==> src/hw/rstc_consts.vh <==
`ifndef RSTC_CONSTS_VH
`define RSTC_CONSTS_VH

// ***************************************************
// register offsets (byte addresses)
// ***************************************************
`define OFS_CTRL 8'h00
`define OFS_WAIT_SEL 8'h04
`define OFS_STATUS 8'h08
`define OFS_CAUSE 8'h0C

// ***************************************************
// field positions
// ***************************************************
`define CTRL_HALT_BIT 0
`define CTRL_STOP_BIT 1
`define CTRL_XTAL_BIT 2
`define CTRL_PORT_MODE_BIT 3
`define CAUSE_PIN_BIT 0
`define CAUSE_POC_BIT 1
`define CAUSE_LVD_BIT 2
`define CAUSE_WDT_BIT 3

// ***************************************************
// reset values
// ***************************************************
`define CTRL_RESET 4'h0
`define WAIT_SEL_RESET 3'h4

// ***************************************************
// timing
// ***************************************************
`define CLK_MHZ 10
`define STOP_FIXED_NS 34000
`define CLK_PERIOD_NS 100
`define STOP_FIXED_CYC (`STOP_FIXED_NS / `CLK_PERIOD_NS)
`define STAB_BASE_CYC 16

`endif

==> src/hw/wait_counter.v <==
`timescale 1ns/1ps
`include "rstc_consts.vh"

// ***************************************************
// loadable down counter, done pulse at zero
// ***************************************************
module wait_counter #(
    parameter WIDTH = 20
) (
    // clock and reset
    input wire core_clk_i,
    input wire rst_i,
    // control
    input wire load_i,
    input wire [WIDTH-1:0] count_i,
    input wire run_i,
    // status
    output reg busy_o,
    output reg done_o
);
    reg [WIDTH-1:0] cnt;

    always @(posedge core_clk_i) begin
        if (rst_i) begin
            cnt <= {WIDTH{1'b0}};
            busy_o <= 1'b0;
            done_o <= 1'b0;
        end else begin
            done_o <= 1'b0;
            if (load_i) begin
                cnt <= count_i;
                busy_o <= 1'b1;
            end else if (busy_o && run_i) begin
                if (cnt <= {{(WIDTH-1){1'b0}}, 1'b1}) begin
                    busy_o <= 1'b0;
                    done_o <= 1'b1;
                end else begin
                    cnt <= cnt - {{(WIDTH-1){1'b0}}, 1'b1};
                end
            end
        end
    end
endmodule

==> src/hw/reset_standby_control.v <==
`timescale 1ns/1ps
`include "rstc_consts.vh"

// Notes on behaviour
// - power-up wait from config byte setting
// - pending unmasked interrupt ends halt at once, stop after the release wait
// - stop release waits 34 us typical
// - crystal clock adds selected stabilisation wait
// - oscillators stopped while any reset active
// - input-port pin low resets before reread
// - that pin reset holds until high
// - detector reset spares detector logic
// - watchdog reset also resets watchdog
// - stop wait counts after oscillation starts
module reset_standby_control #(
    parameter NUM_IRQ = 8,
    parameter WAIT_W = 20
) (
    // clock and reset
    input wire core_clk_i,
    input wire rst_i,
    // axi4-lite write address
    input wire [7:0] s_axi_awaddr,
    input wire s_axi_awvalid,
    output wire s_axi_awready,
    // axi4-lite write data
    input wire [31:0] s_axi_wdata,
    input wire [3:0] s_axi_wstrb,
    input wire s_axi_wvalid,
    output wire s_axi_wready,
    // axi4-lite write response
    output reg [1:0] s_axi_bresp,
    output reg s_axi_bvalid,
    input wire s_axi_bready,
    // axi4-lite read
    input wire [7:0] s_axi_araddr,
    input wire s_axi_arvalid,
    output wire s_axi_arready,
    output reg [31:0] s_axi_rdata,
    output reg [1:0] s_axi_rresp,
    output reg s_axi_rvalid,
    input wire s_axi_rready,
    // reset sources
    input wire reset_pin_n_i,
    input wire power_on_clear_circuit_i,
    input wire low_voltage_detector_i,
    input wire wdt_overflow_i,
    // configuration byte
    input wire [2:0] cfg_stab_sel_i,
    input wire cfg_load_i,
    // interrupt sources
    input wire [NUM_IRQ-1:0] irq_flag_i,
    input wire [NUM_IRQ-1:0] irq_mask_i,
    // oscillator handshake
    input wire osc_started_i,
    // outputs
    output reg osc_enable_o,
    output reg cpu_reset_o,
    output reg cpu_halted_o,
    output reg lvd_reset_o,
    output reg wdt_reset_o,
    output reg periph_reset_o
);
    // ***************************************************
    // states
    // ***************************************************
    localparam ST_RESET = 3'd0;
    localparam ST_OSC = 3'd1;
    localparam ST_STAB = 3'd2;
    localparam ST_RUN = 3'd3;
    localparam ST_HALT = 3'd4;
    localparam ST_STOP = 3'd5;
    localparam ST_FIXED = 3'd6;
    localparam [WAIT_W-1:0] FIXED_CYC = `STOP_FIXED_CYC;
    localparam [WAIT_W-1:0] BASE_CYC = `STAB_BASE_CYC;

    // ***************************************************
    // pin synchronisers
    // ***************************************************
    reg [1:0] pin_s;
    reg [1:0] poc_s;
    reg [1:0] lvd_s;
    reg [1:0] wdt_s;
    reg [1:0] osc_s;
    always @(posedge core_clk_i) begin
        if (rst_i) begin
            pin_s <= 2'h3;
            poc_s <= 2'h0;
            lvd_s <= 2'h0;
            wdt_s <= 2'h0;
            osc_s <= 2'h0;
        end else begin
            pin_s <= {pin_s[0], reset_pin_n_i};
            poc_s <= {poc_s[0], power_on_clear_circuit_i};
            lvd_s <= {lvd_s[0], low_voltage_detector_i};
            wdt_s <= {wdt_s[0], wdt_overflow_i};
            osc_s <= {osc_s[0], osc_started_i};
        end
    end
    wire pin_low = ~pin_s[1];
    wire power_on_clear_circuit = poc_s[1];
    wire lvd = lvd_s[1];
    wire wdt = wdt_s[1];
    wire osc_ok = osc_s[1];

    // ***************************************************
    // registers
    // ***************************************************
    reg [3:0] ctrl;
    reg [2:0] wait_sel;
    reg [2:0] cfg_sel;
    reg [3:0] cause;
    reg [2:0] state;
    reg cfg_pending;
    wire port_mode = ctrl[`CTRL_PORT_MODE_BIT];

    reg pin_held;
    wire pin_rst = pin_low & (~port_mode | cfg_pending | pin_held);

    // pin reset kept until pin high
    always @(posedge core_clk_i) begin
        if (rst_i) begin
            pin_held <= 1'b0;
        end else begin
            pin_held <= pin_rst;
        end
    end
    wire any_rst = pin_rst | power_on_clear_circuit | lvd | wdt;

    always @(posedge core_clk_i) begin
        if (rst_i) begin
            cfg_sel <= `WAIT_SEL_RESET;
            cfg_pending <= 1'b1;
        end else begin
            if (cfg_load_i) begin
                cfg_sel <= cfg_stab_sel_i;
                cfg_pending <= 1'b0;
            end else if (power_on_clear_circuit | lvd | wdt) begin
                cfg_pending <= 1'b1;
            end
        end
    end

    // ***************************************************
    // axi4-lite slave
    // ***************************************************
    reg aw_hold;
    reg w_hold;
    reg [7:0] aw_addr;
    reg [31:0] w_data;
    reg [3:0] w_strb;
    assign s_axi_awready = ~aw_hold & ~s_axi_bvalid;
    assign s_axi_wready = ~w_hold & ~s_axi_bvalid;
    assign s_axi_arready = ~s_axi_rvalid;
    wire aw_have = aw_hold | s_axi_awvalid;
    wire w_have = w_hold | s_axi_wvalid;
    wire [7:0] wa = aw_hold ? aw_addr : s_axi_awaddr;
    wire [31:0] wd = w_hold ? w_data : s_axi_wdata;
    wire [3:0] ws = w_hold ? w_strb : s_axi_wstrb;
    wire do_wr = aw_have & w_have & ~s_axi_bvalid;
    wire wr_ctrl = do_wr & (wa == `OFS_CTRL) & ws[0];
    wire wr_sel = do_wr & (wa == `OFS_WAIT_SEL) & ws[0];
    wire wr_cause = do_wr & (wa == `OFS_CAUSE) & ws[0];
    wire wr_ok = (wa == `OFS_CTRL) | (wa == `OFS_WAIT_SEL) | (wa == `OFS_CAUSE);
    wire standby_req = ctrl[`CTRL_HALT_BIT] | ctrl[`CTRL_STOP_BIT];

    always @(posedge core_clk_i) begin
        if (rst_i) begin
            aw_hold <= 1'b0;
            w_hold <= 1'b0;
            aw_addr <= 8'h00;
            w_data <= 32'h0;
            w_strb <= 4'h0;
            s_axi_bvalid <= 1'b0;
            s_axi_bresp <= 2'h0;
            ctrl <= `CTRL_RESET;
            wait_sel <= `WAIT_SEL_RESET;
        end else begin
            if (s_axi_awvalid & s_axi_awready & ~do_wr) begin
                aw_hold <= 1'b1;
                aw_addr <= s_axi_awaddr;
            end
            if (s_axi_wvalid & s_axi_wready & ~do_wr) begin
                w_hold <= 1'b1;
                w_data <= s_axi_wdata;
                w_strb <= s_axi_wstrb;
            end
            if (do_wr) begin
                aw_hold <= 1'b0;
                w_hold <= 1'b0;
                s_axi_bvalid <= 1'b1;
                s_axi_bresp <= wr_ok ? 2'h0 : 2'h2;
            end else if (s_axi_bready) begin
                s_axi_bvalid <= 1'b0;
            end
            // standby request bits drop once standby is entered
            if (wr_ctrl) begin
                ctrl <= wd[3:0];
            end else if (state == ST_HALT || state == ST_STOP) begin
                ctrl[`CTRL_HALT_BIT] <= 1'b0;
                ctrl[`CTRL_STOP_BIT] <= 1'b0;
            end
            if (wr_sel) begin
                wait_sel <= wd[2:0];
            end
        end
    end

    // cause flags: set wins over write-one-to-clear
    always @(posedge core_clk_i) begin
        if (rst_i) begin
            cause <= 4'h0;
        end else begin
            cause <= (cause & ~(wr_cause ? wd[3:0] : 4'h0)) | {wdt, lvd, power_on_clear_circuit, pin_rst};
        end
    end

    always @(posedge core_clk_i) begin
        if (rst_i) begin
            s_axi_rvalid <= 1'b0;
            s_axi_rdata <= 32'h0;
            s_axi_rresp <= 2'h0;
        end else if (s_axi_arvalid & s_axi_arready) begin
            s_axi_rvalid <= 1'b1;
            s_axi_rresp <= 2'h0;
            case (s_axi_araddr)
                `OFS_CTRL: s_axi_rdata <= {28'h0, ctrl};
                `OFS_WAIT_SEL: s_axi_rdata <= {29'h0, wait_sel};
                `OFS_STATUS: s_axi_rdata <= {25'h0, cfg_sel, state, cfg_pending};
                `OFS_CAUSE: s_axi_rdata <= {28'h0, cause};
                default: begin
                    s_axi_rdata <= 32'h0;
                    s_axi_rresp <= 2'h2;
                end
            endcase
        end else if (s_axi_rready) begin
            s_axi_rvalid <= 1'b0;
        end
    end

    // ***************************************************
    // sequencer
    // ***************************************************
    // pending unmasked interrupt
    wire wake = |(irq_flag_i & ~irq_mask_i);
    reg load;
    reg [WAIT_W-1:0] load_val;
    wire cnt_busy;
    wire cnt_done;
    reg [2:0] next_state;

    wire [WAIT_W-1:0] cfg_cyc = BASE_CYC << cfg_sel;
    wire [WAIT_W-1:0] sel_cyc = BASE_CYC << wait_sel;

    always @* begin
        next_state = state;
        load = 1'b0;
        load_val = {WAIT_W{1'b0}};
        case (state)
            ST_RESET: begin
                if (!any_rst)
                    next_state = ST_OSC;
            end
            ST_OSC: begin
                if (osc_ok) begin
                    load = 1'b1;
                    next_state = ST_STAB;
                    if (cpu_reset_o) begin
                        load_val = cfg_cyc;
                    end else if (ctrl[`CTRL_XTAL_BIT]) begin
                        load_val = sel_cyc;
                    end else begin
                        load_val = FIXED_CYC;
                        next_state = ST_FIXED;
                    end
                end
            end
            ST_STAB: begin
                if (cnt_done) begin
                    if (cpu_reset_o) begin
                        next_state = ST_RUN;
                    end else begin
                        load = 1'b1;
                        load_val = FIXED_CYC;
                        next_state = ST_FIXED;
                    end
                end
            end
            ST_FIXED: begin
                if (cnt_done)
                    next_state = ST_RUN;
            end
            ST_RUN: begin
                if (ctrl[`CTRL_STOP_BIT] && !wake)
                    next_state = ST_STOP;
                else if (ctrl[`CTRL_HALT_BIT] && !wake)
                    next_state = ST_HALT;
            end
            ST_HALT: begin
                if (wake)
                    next_state = ST_RUN;
            end
            ST_STOP: begin
                // stale oscillator flag must clear first
                if (wake && !osc_ok)
                    next_state = ST_OSC;
            end
            default: next_state = ST_RESET;
        endcase
    end

    always @(posedge core_clk_i) begin
        if (rst_i) begin
            state <= ST_RESET;
            cpu_reset_o <= 1'b1;
        end else if (any_rst) begin
            state <= ST_RESET;
            cpu_reset_o <= 1'b1;
        end else begin
            state <= next_state;
            if (state == ST_STAB && cnt_done)
                cpu_reset_o <= 1'b0;
        end
    end

    always @(posedge core_clk_i) begin
        if (rst_i) begin
            osc_enable_o <= 1'b0;
            cpu_halted_o <= 1'b1;
            lvd_reset_o <= 1'b1;
            wdt_reset_o <= 1'b1;
            periph_reset_o <= 1'b1;
        end else begin
            osc_enable_o <= ~any_rst & (next_state != ST_STOP) & (state != ST_STOP);
            cpu_halted_o <= any_rst | (next_state != ST_RUN);
            lvd_reset_o <= pin_rst | power_on_clear_circuit | wdt;
            wdt_reset_o <= any_rst;
            periph_reset_o <= any_rst;
        end
    end

    wait_counter #(
        .WIDTH(WAIT_W)
    ) u_wait (
        .core_clk_i(core_clk_i),
        .rst_i(rst_i | any_rst),
        .load_i(load),
        .count_i(load_val),
        .run_i(osc_ok),
        .busy_o(cnt_busy),
        .done_o(cnt_done)
    );
endmodule

==> config.mk <==
export PLATFORM = sky130hd
export DESIGN_NAME = reset_standby_control
export DESIGN_NICKNAME = d
export VERILOG_FILES = /design/src/hw/wait_counter.v /design/src/hw/reset_standby_control.v
export VERILOG_INCLUDE_DIRS = /design/src /design/src/hw
export SDC_FILE = /design/constraint.sdc
export NUM_CORES = 1
export LEC_CHECK = 0
export ABC_AREA = 1
export BUFFER_PORTS_ARGS = -buffer_cell sky130_fd_sc_hd__buf_2
export CORE_MARGIN = 2
export CORE_UTILIZATION = 52
export DETAILED_ROUTE_END_ITERATION = 6
export PLACE_DENSITY = 0.85
export SYNTH_ARGS = -nofsm -noshare
export SYNTH_HDL_FRONTEND = slang
export SYNTH_SLANG_ARGS = --single-unit
==> constraint.sdc <==
create_clock -name core_clk_i -period 1.95 [get_ports core_clk_i]
set_input_delay 0.39 -clock core_clk_i [delete_from_list [all_inputs] [get_ports core_clk_i]]
set_output_delay 0.39 -clock core_clk_i [all_outputs]
set_load 0.05 [all_outputs]
==> qor.yml <==
finish:
  final_common_cell: "nand2_1"
  multi_input_area_um2: 2320
  final_nets: 843
  diodes: 0
  drive_above_1_share_pct: 16.2
  final_util_pct: 60.7
  final_cell_mix: "nand2_1 (146), nor2_1 (93), dfxtp_1 (82)"
  synthToLayoutAreaGrowth_pct: 12.0
  fill_cells: 778
  seq_area_um2: 1640
route:
  wl_met3_um: 570
  first_pass_iters: 5
  first_iter_violations: 255
  drcViolationCount: 0
  highest_layer: "met4"
  vias: 4428
  wl_met2_um: 5160
  wl_per_cell_um: 12.1
  routed_wl_um: 10400
  via_per_inst: 5.11
  wl_met1_um: 4570
  ant_nets: 0
sta:
  min_period_ns: 1.80
  relSlewSlack_pct: 65.1
  setup-tns-final_ns: 0
  worst_pin_slew_ns: 0.522
  final-setup-viol-count: 0
  clock_skew_ns: 0.0122
  fmax_mhz: 555
  hold_viol: 0
  slew_viol_final: 0
  finalCritPeriodShare_pct: 92.4
  rsz0062_at_grt: "no"
synth:
  ys_types: 41
  synth_cells: 684
  ys_seq_area_share_pct: 36.5
  synth.yosys.warnings: 0
  syn_area_um2: 4500
  avgSynthCellArea_um2: 6.57
  ys_ff_latch: 82
  synth_area_leaders: "dfxtp_1 (37%), nand2_1 (12%), nor2_1 (7.9%), o21ai_0 (7.0%), inv_1 (6.7%)"
  ys.flop_type: "dfxtp_1"
  yosysTopAreaCell: "dfxtp_1"
  synth_edf_count: 0
  synth_top_area_share_pct: 36.5
  synth_async_sr_flop_share_pct: 0
clocking:
  cts_resized: 0
  clk_latency_ns: 0.36
  cts-root-buf: "clkbuf_8"
  cts_setup_buffers: 0
  numCtsBuffers: 9
  cts_max_path_buffers: 2
  ctsHtreeMaxLevel: 3
  clock_sinks: 82
  cts_hold_buf: 0
  cts_tree: "done"
  clkTransAtPathRegs_ns: 0.08
outcome:
  status: "finished clean"
placement:
  port_buffers: 72
  routabilityCongestion: 0.877
  hpwl_um: 8040
die:
  die_area_um2: 9410
  pin_count: 131
  die_w_um: 97.0
  core.rowCount: 33
  core_area_um2: 8300
  dieHeight_um: 97.0
  initial_core_util_pct: 54.2
pwr:
  p_int_w: 0.00250
  p_switching_w: 0.00115
  p_per_area_nw_per_um2: 725
  combPwrFrac_pct: 17.6
  switching_share_pct: 31.6
  power_frac_clock_pct: 33.7
  power.sequential.fraction_pct: 48.8
  peakVddDrop_v: 0.000621
  p_leak_nw: 2.48
global_route:
  grt_max_degree: 28
  grt_antenna_before_repair: 0
  track_usage_pct: 22.3
  overflow: 0
  grt_pass1_wl_um: 17800
  grt_pass1_vias: 4260
hold_path:
  min_path_type: "in -> reg"
critical_path:
  arrival_ns: 2.05
  worstSetupPathType: "reg -> reg"
  crit_required_ns: 2.20
  critPathMaxFanout: 22
  start_kind: "flip-flop"
  end_kind: "flip-flop"
job:
  drv_cap: 0
-- flip-flops by register name, summed over array words and instances, names as in the netlist, 2 cells and up --
register / cells
poc_s: 2
cfg_sel: 3
wdt_s: 2
s_axi_rdata: 7
aw_addr: 8
wait_sel: 3
state: 3
osc_s: 2
u_wait.cnt: 20
lvd_s: 2
ctrl: 4
cause: 4
pin_s: 2
w_data: 4
-- per-stage QoR --
| stage | total power [W] | cell area, um^2 | cells | setup WS [ns] | hold slack [ns] |
|---|---|---|---|---|---|
| 6_report | 0.00365 | 5030 | 866 | 0.148 | 0.209 |
| 3_5_place_dp | 0.00245 | 4840 | 851 | 0.184 | 0.395 |
| 3_3_place_gp | 0.00243 | 4840 | 851 | 0.267 | 0.390 |
| 4_1_cts | 0.00366 | 5030 | 866 | 0.177 | 0.204 |
| 2_1_floorplan | 0.00234 | 4600 | 710 | 0.0791 | 0.388 |
| 5_1_grt | 0.00380 | 5030 | 866 | 0.0147 | 0.216 |
-- final timing paths --
kind	from	endpoint	slack, ns	depth (start not counted)
worst max-delay path	state[2]	u_wait.cnt[6]	0.15	8
worst min-delay path	reset_pin_n_i	pin_s[0]	0.21	2
worst max register to register	state[2]	u_wait.cnt[6]	0.15	8
worst min register to register	pin_s[0]	pin_s[1]	0.41	1
-- Yosys cell counts (2+ instances only) --
library cell,n
nand2_1,146
buf_4,30
nor3_1,13
o21ai_1,4
o211ai_1,2
dfxtp_1,82
nand4_1,10
nor2_4,3
clkbuf_1,4
a21oi_1,53
inv_4,2
nor3_2,2
nand3_2,2
xor2_1,3
inv_2,7
nand3b_1,3
a31oi_1,2
o21ai_0,63
or2_2,3
nand3_1,41
nor2_2,4
buf_6,2
o31ai_1,4
buf_2,3
nor2_1,95
nand2_4,3
buf_1,2
ha_1,2
inv_1,80
xnor2_1,3
-- cell type report --
| class | instances | area share (%) |
|---|---|---|
| Clock buffer | 9 | 2.46 |
| Clock inverter | 6 | 1.32 |
| Inverter | 90 | 6.81 |
| Multi-Input combinational cell | 496 | 46.1 |
| Sequential cell | 82 | 32.6 |
| Tap cell | 105 | 2.61 |
| Timing Repair Buffer | 78 | 8.05 |
-- critical path, stage by stage, from the launching register on --
cell	delay [ns]
dfxtp_1	0.36
inv_1	0.26
nand3_2	0.22
nand2_4	0.19
inv_4	0.09
nand2_4	0.23
inv_4	0.12
nor3_1	0.16
nor2_1	0.06
-- power groups by stage --
stage	Combinational, W	Sequential [W]	Clock [W]
6_report	0.000641	0.00178	0.00123
5_1_grt	0.000704	0.00179	0.00131
2_1_floorplan	0.000494	0.00185	0
3_3_place_gp	0.000617	0.00182	0
4_1_cts	0.000638	0.00178	0.00124
3_5_place_dp	0.000636	0.00182	0
-- layer usage --
metal	track usage [%]	vias up
met5	0	-
met2	40.3	125
met3	5.27	17
met1	25.5	1995
li1	-	2291
met4	7.69	0
-- logic make-up after synthesis --
logic type,synth area share [%]
flip-flops,36.5
AO/OA/AOI/OAI,15.3
AND/OR/NAND/NOR,32.3
adder cells (fa/ha/maj),0.557
buffers and inverters,14.1
XOR/XNOR,1.17
other,0.0834
No activity file was read; power rests on OpenSTA's default activity.
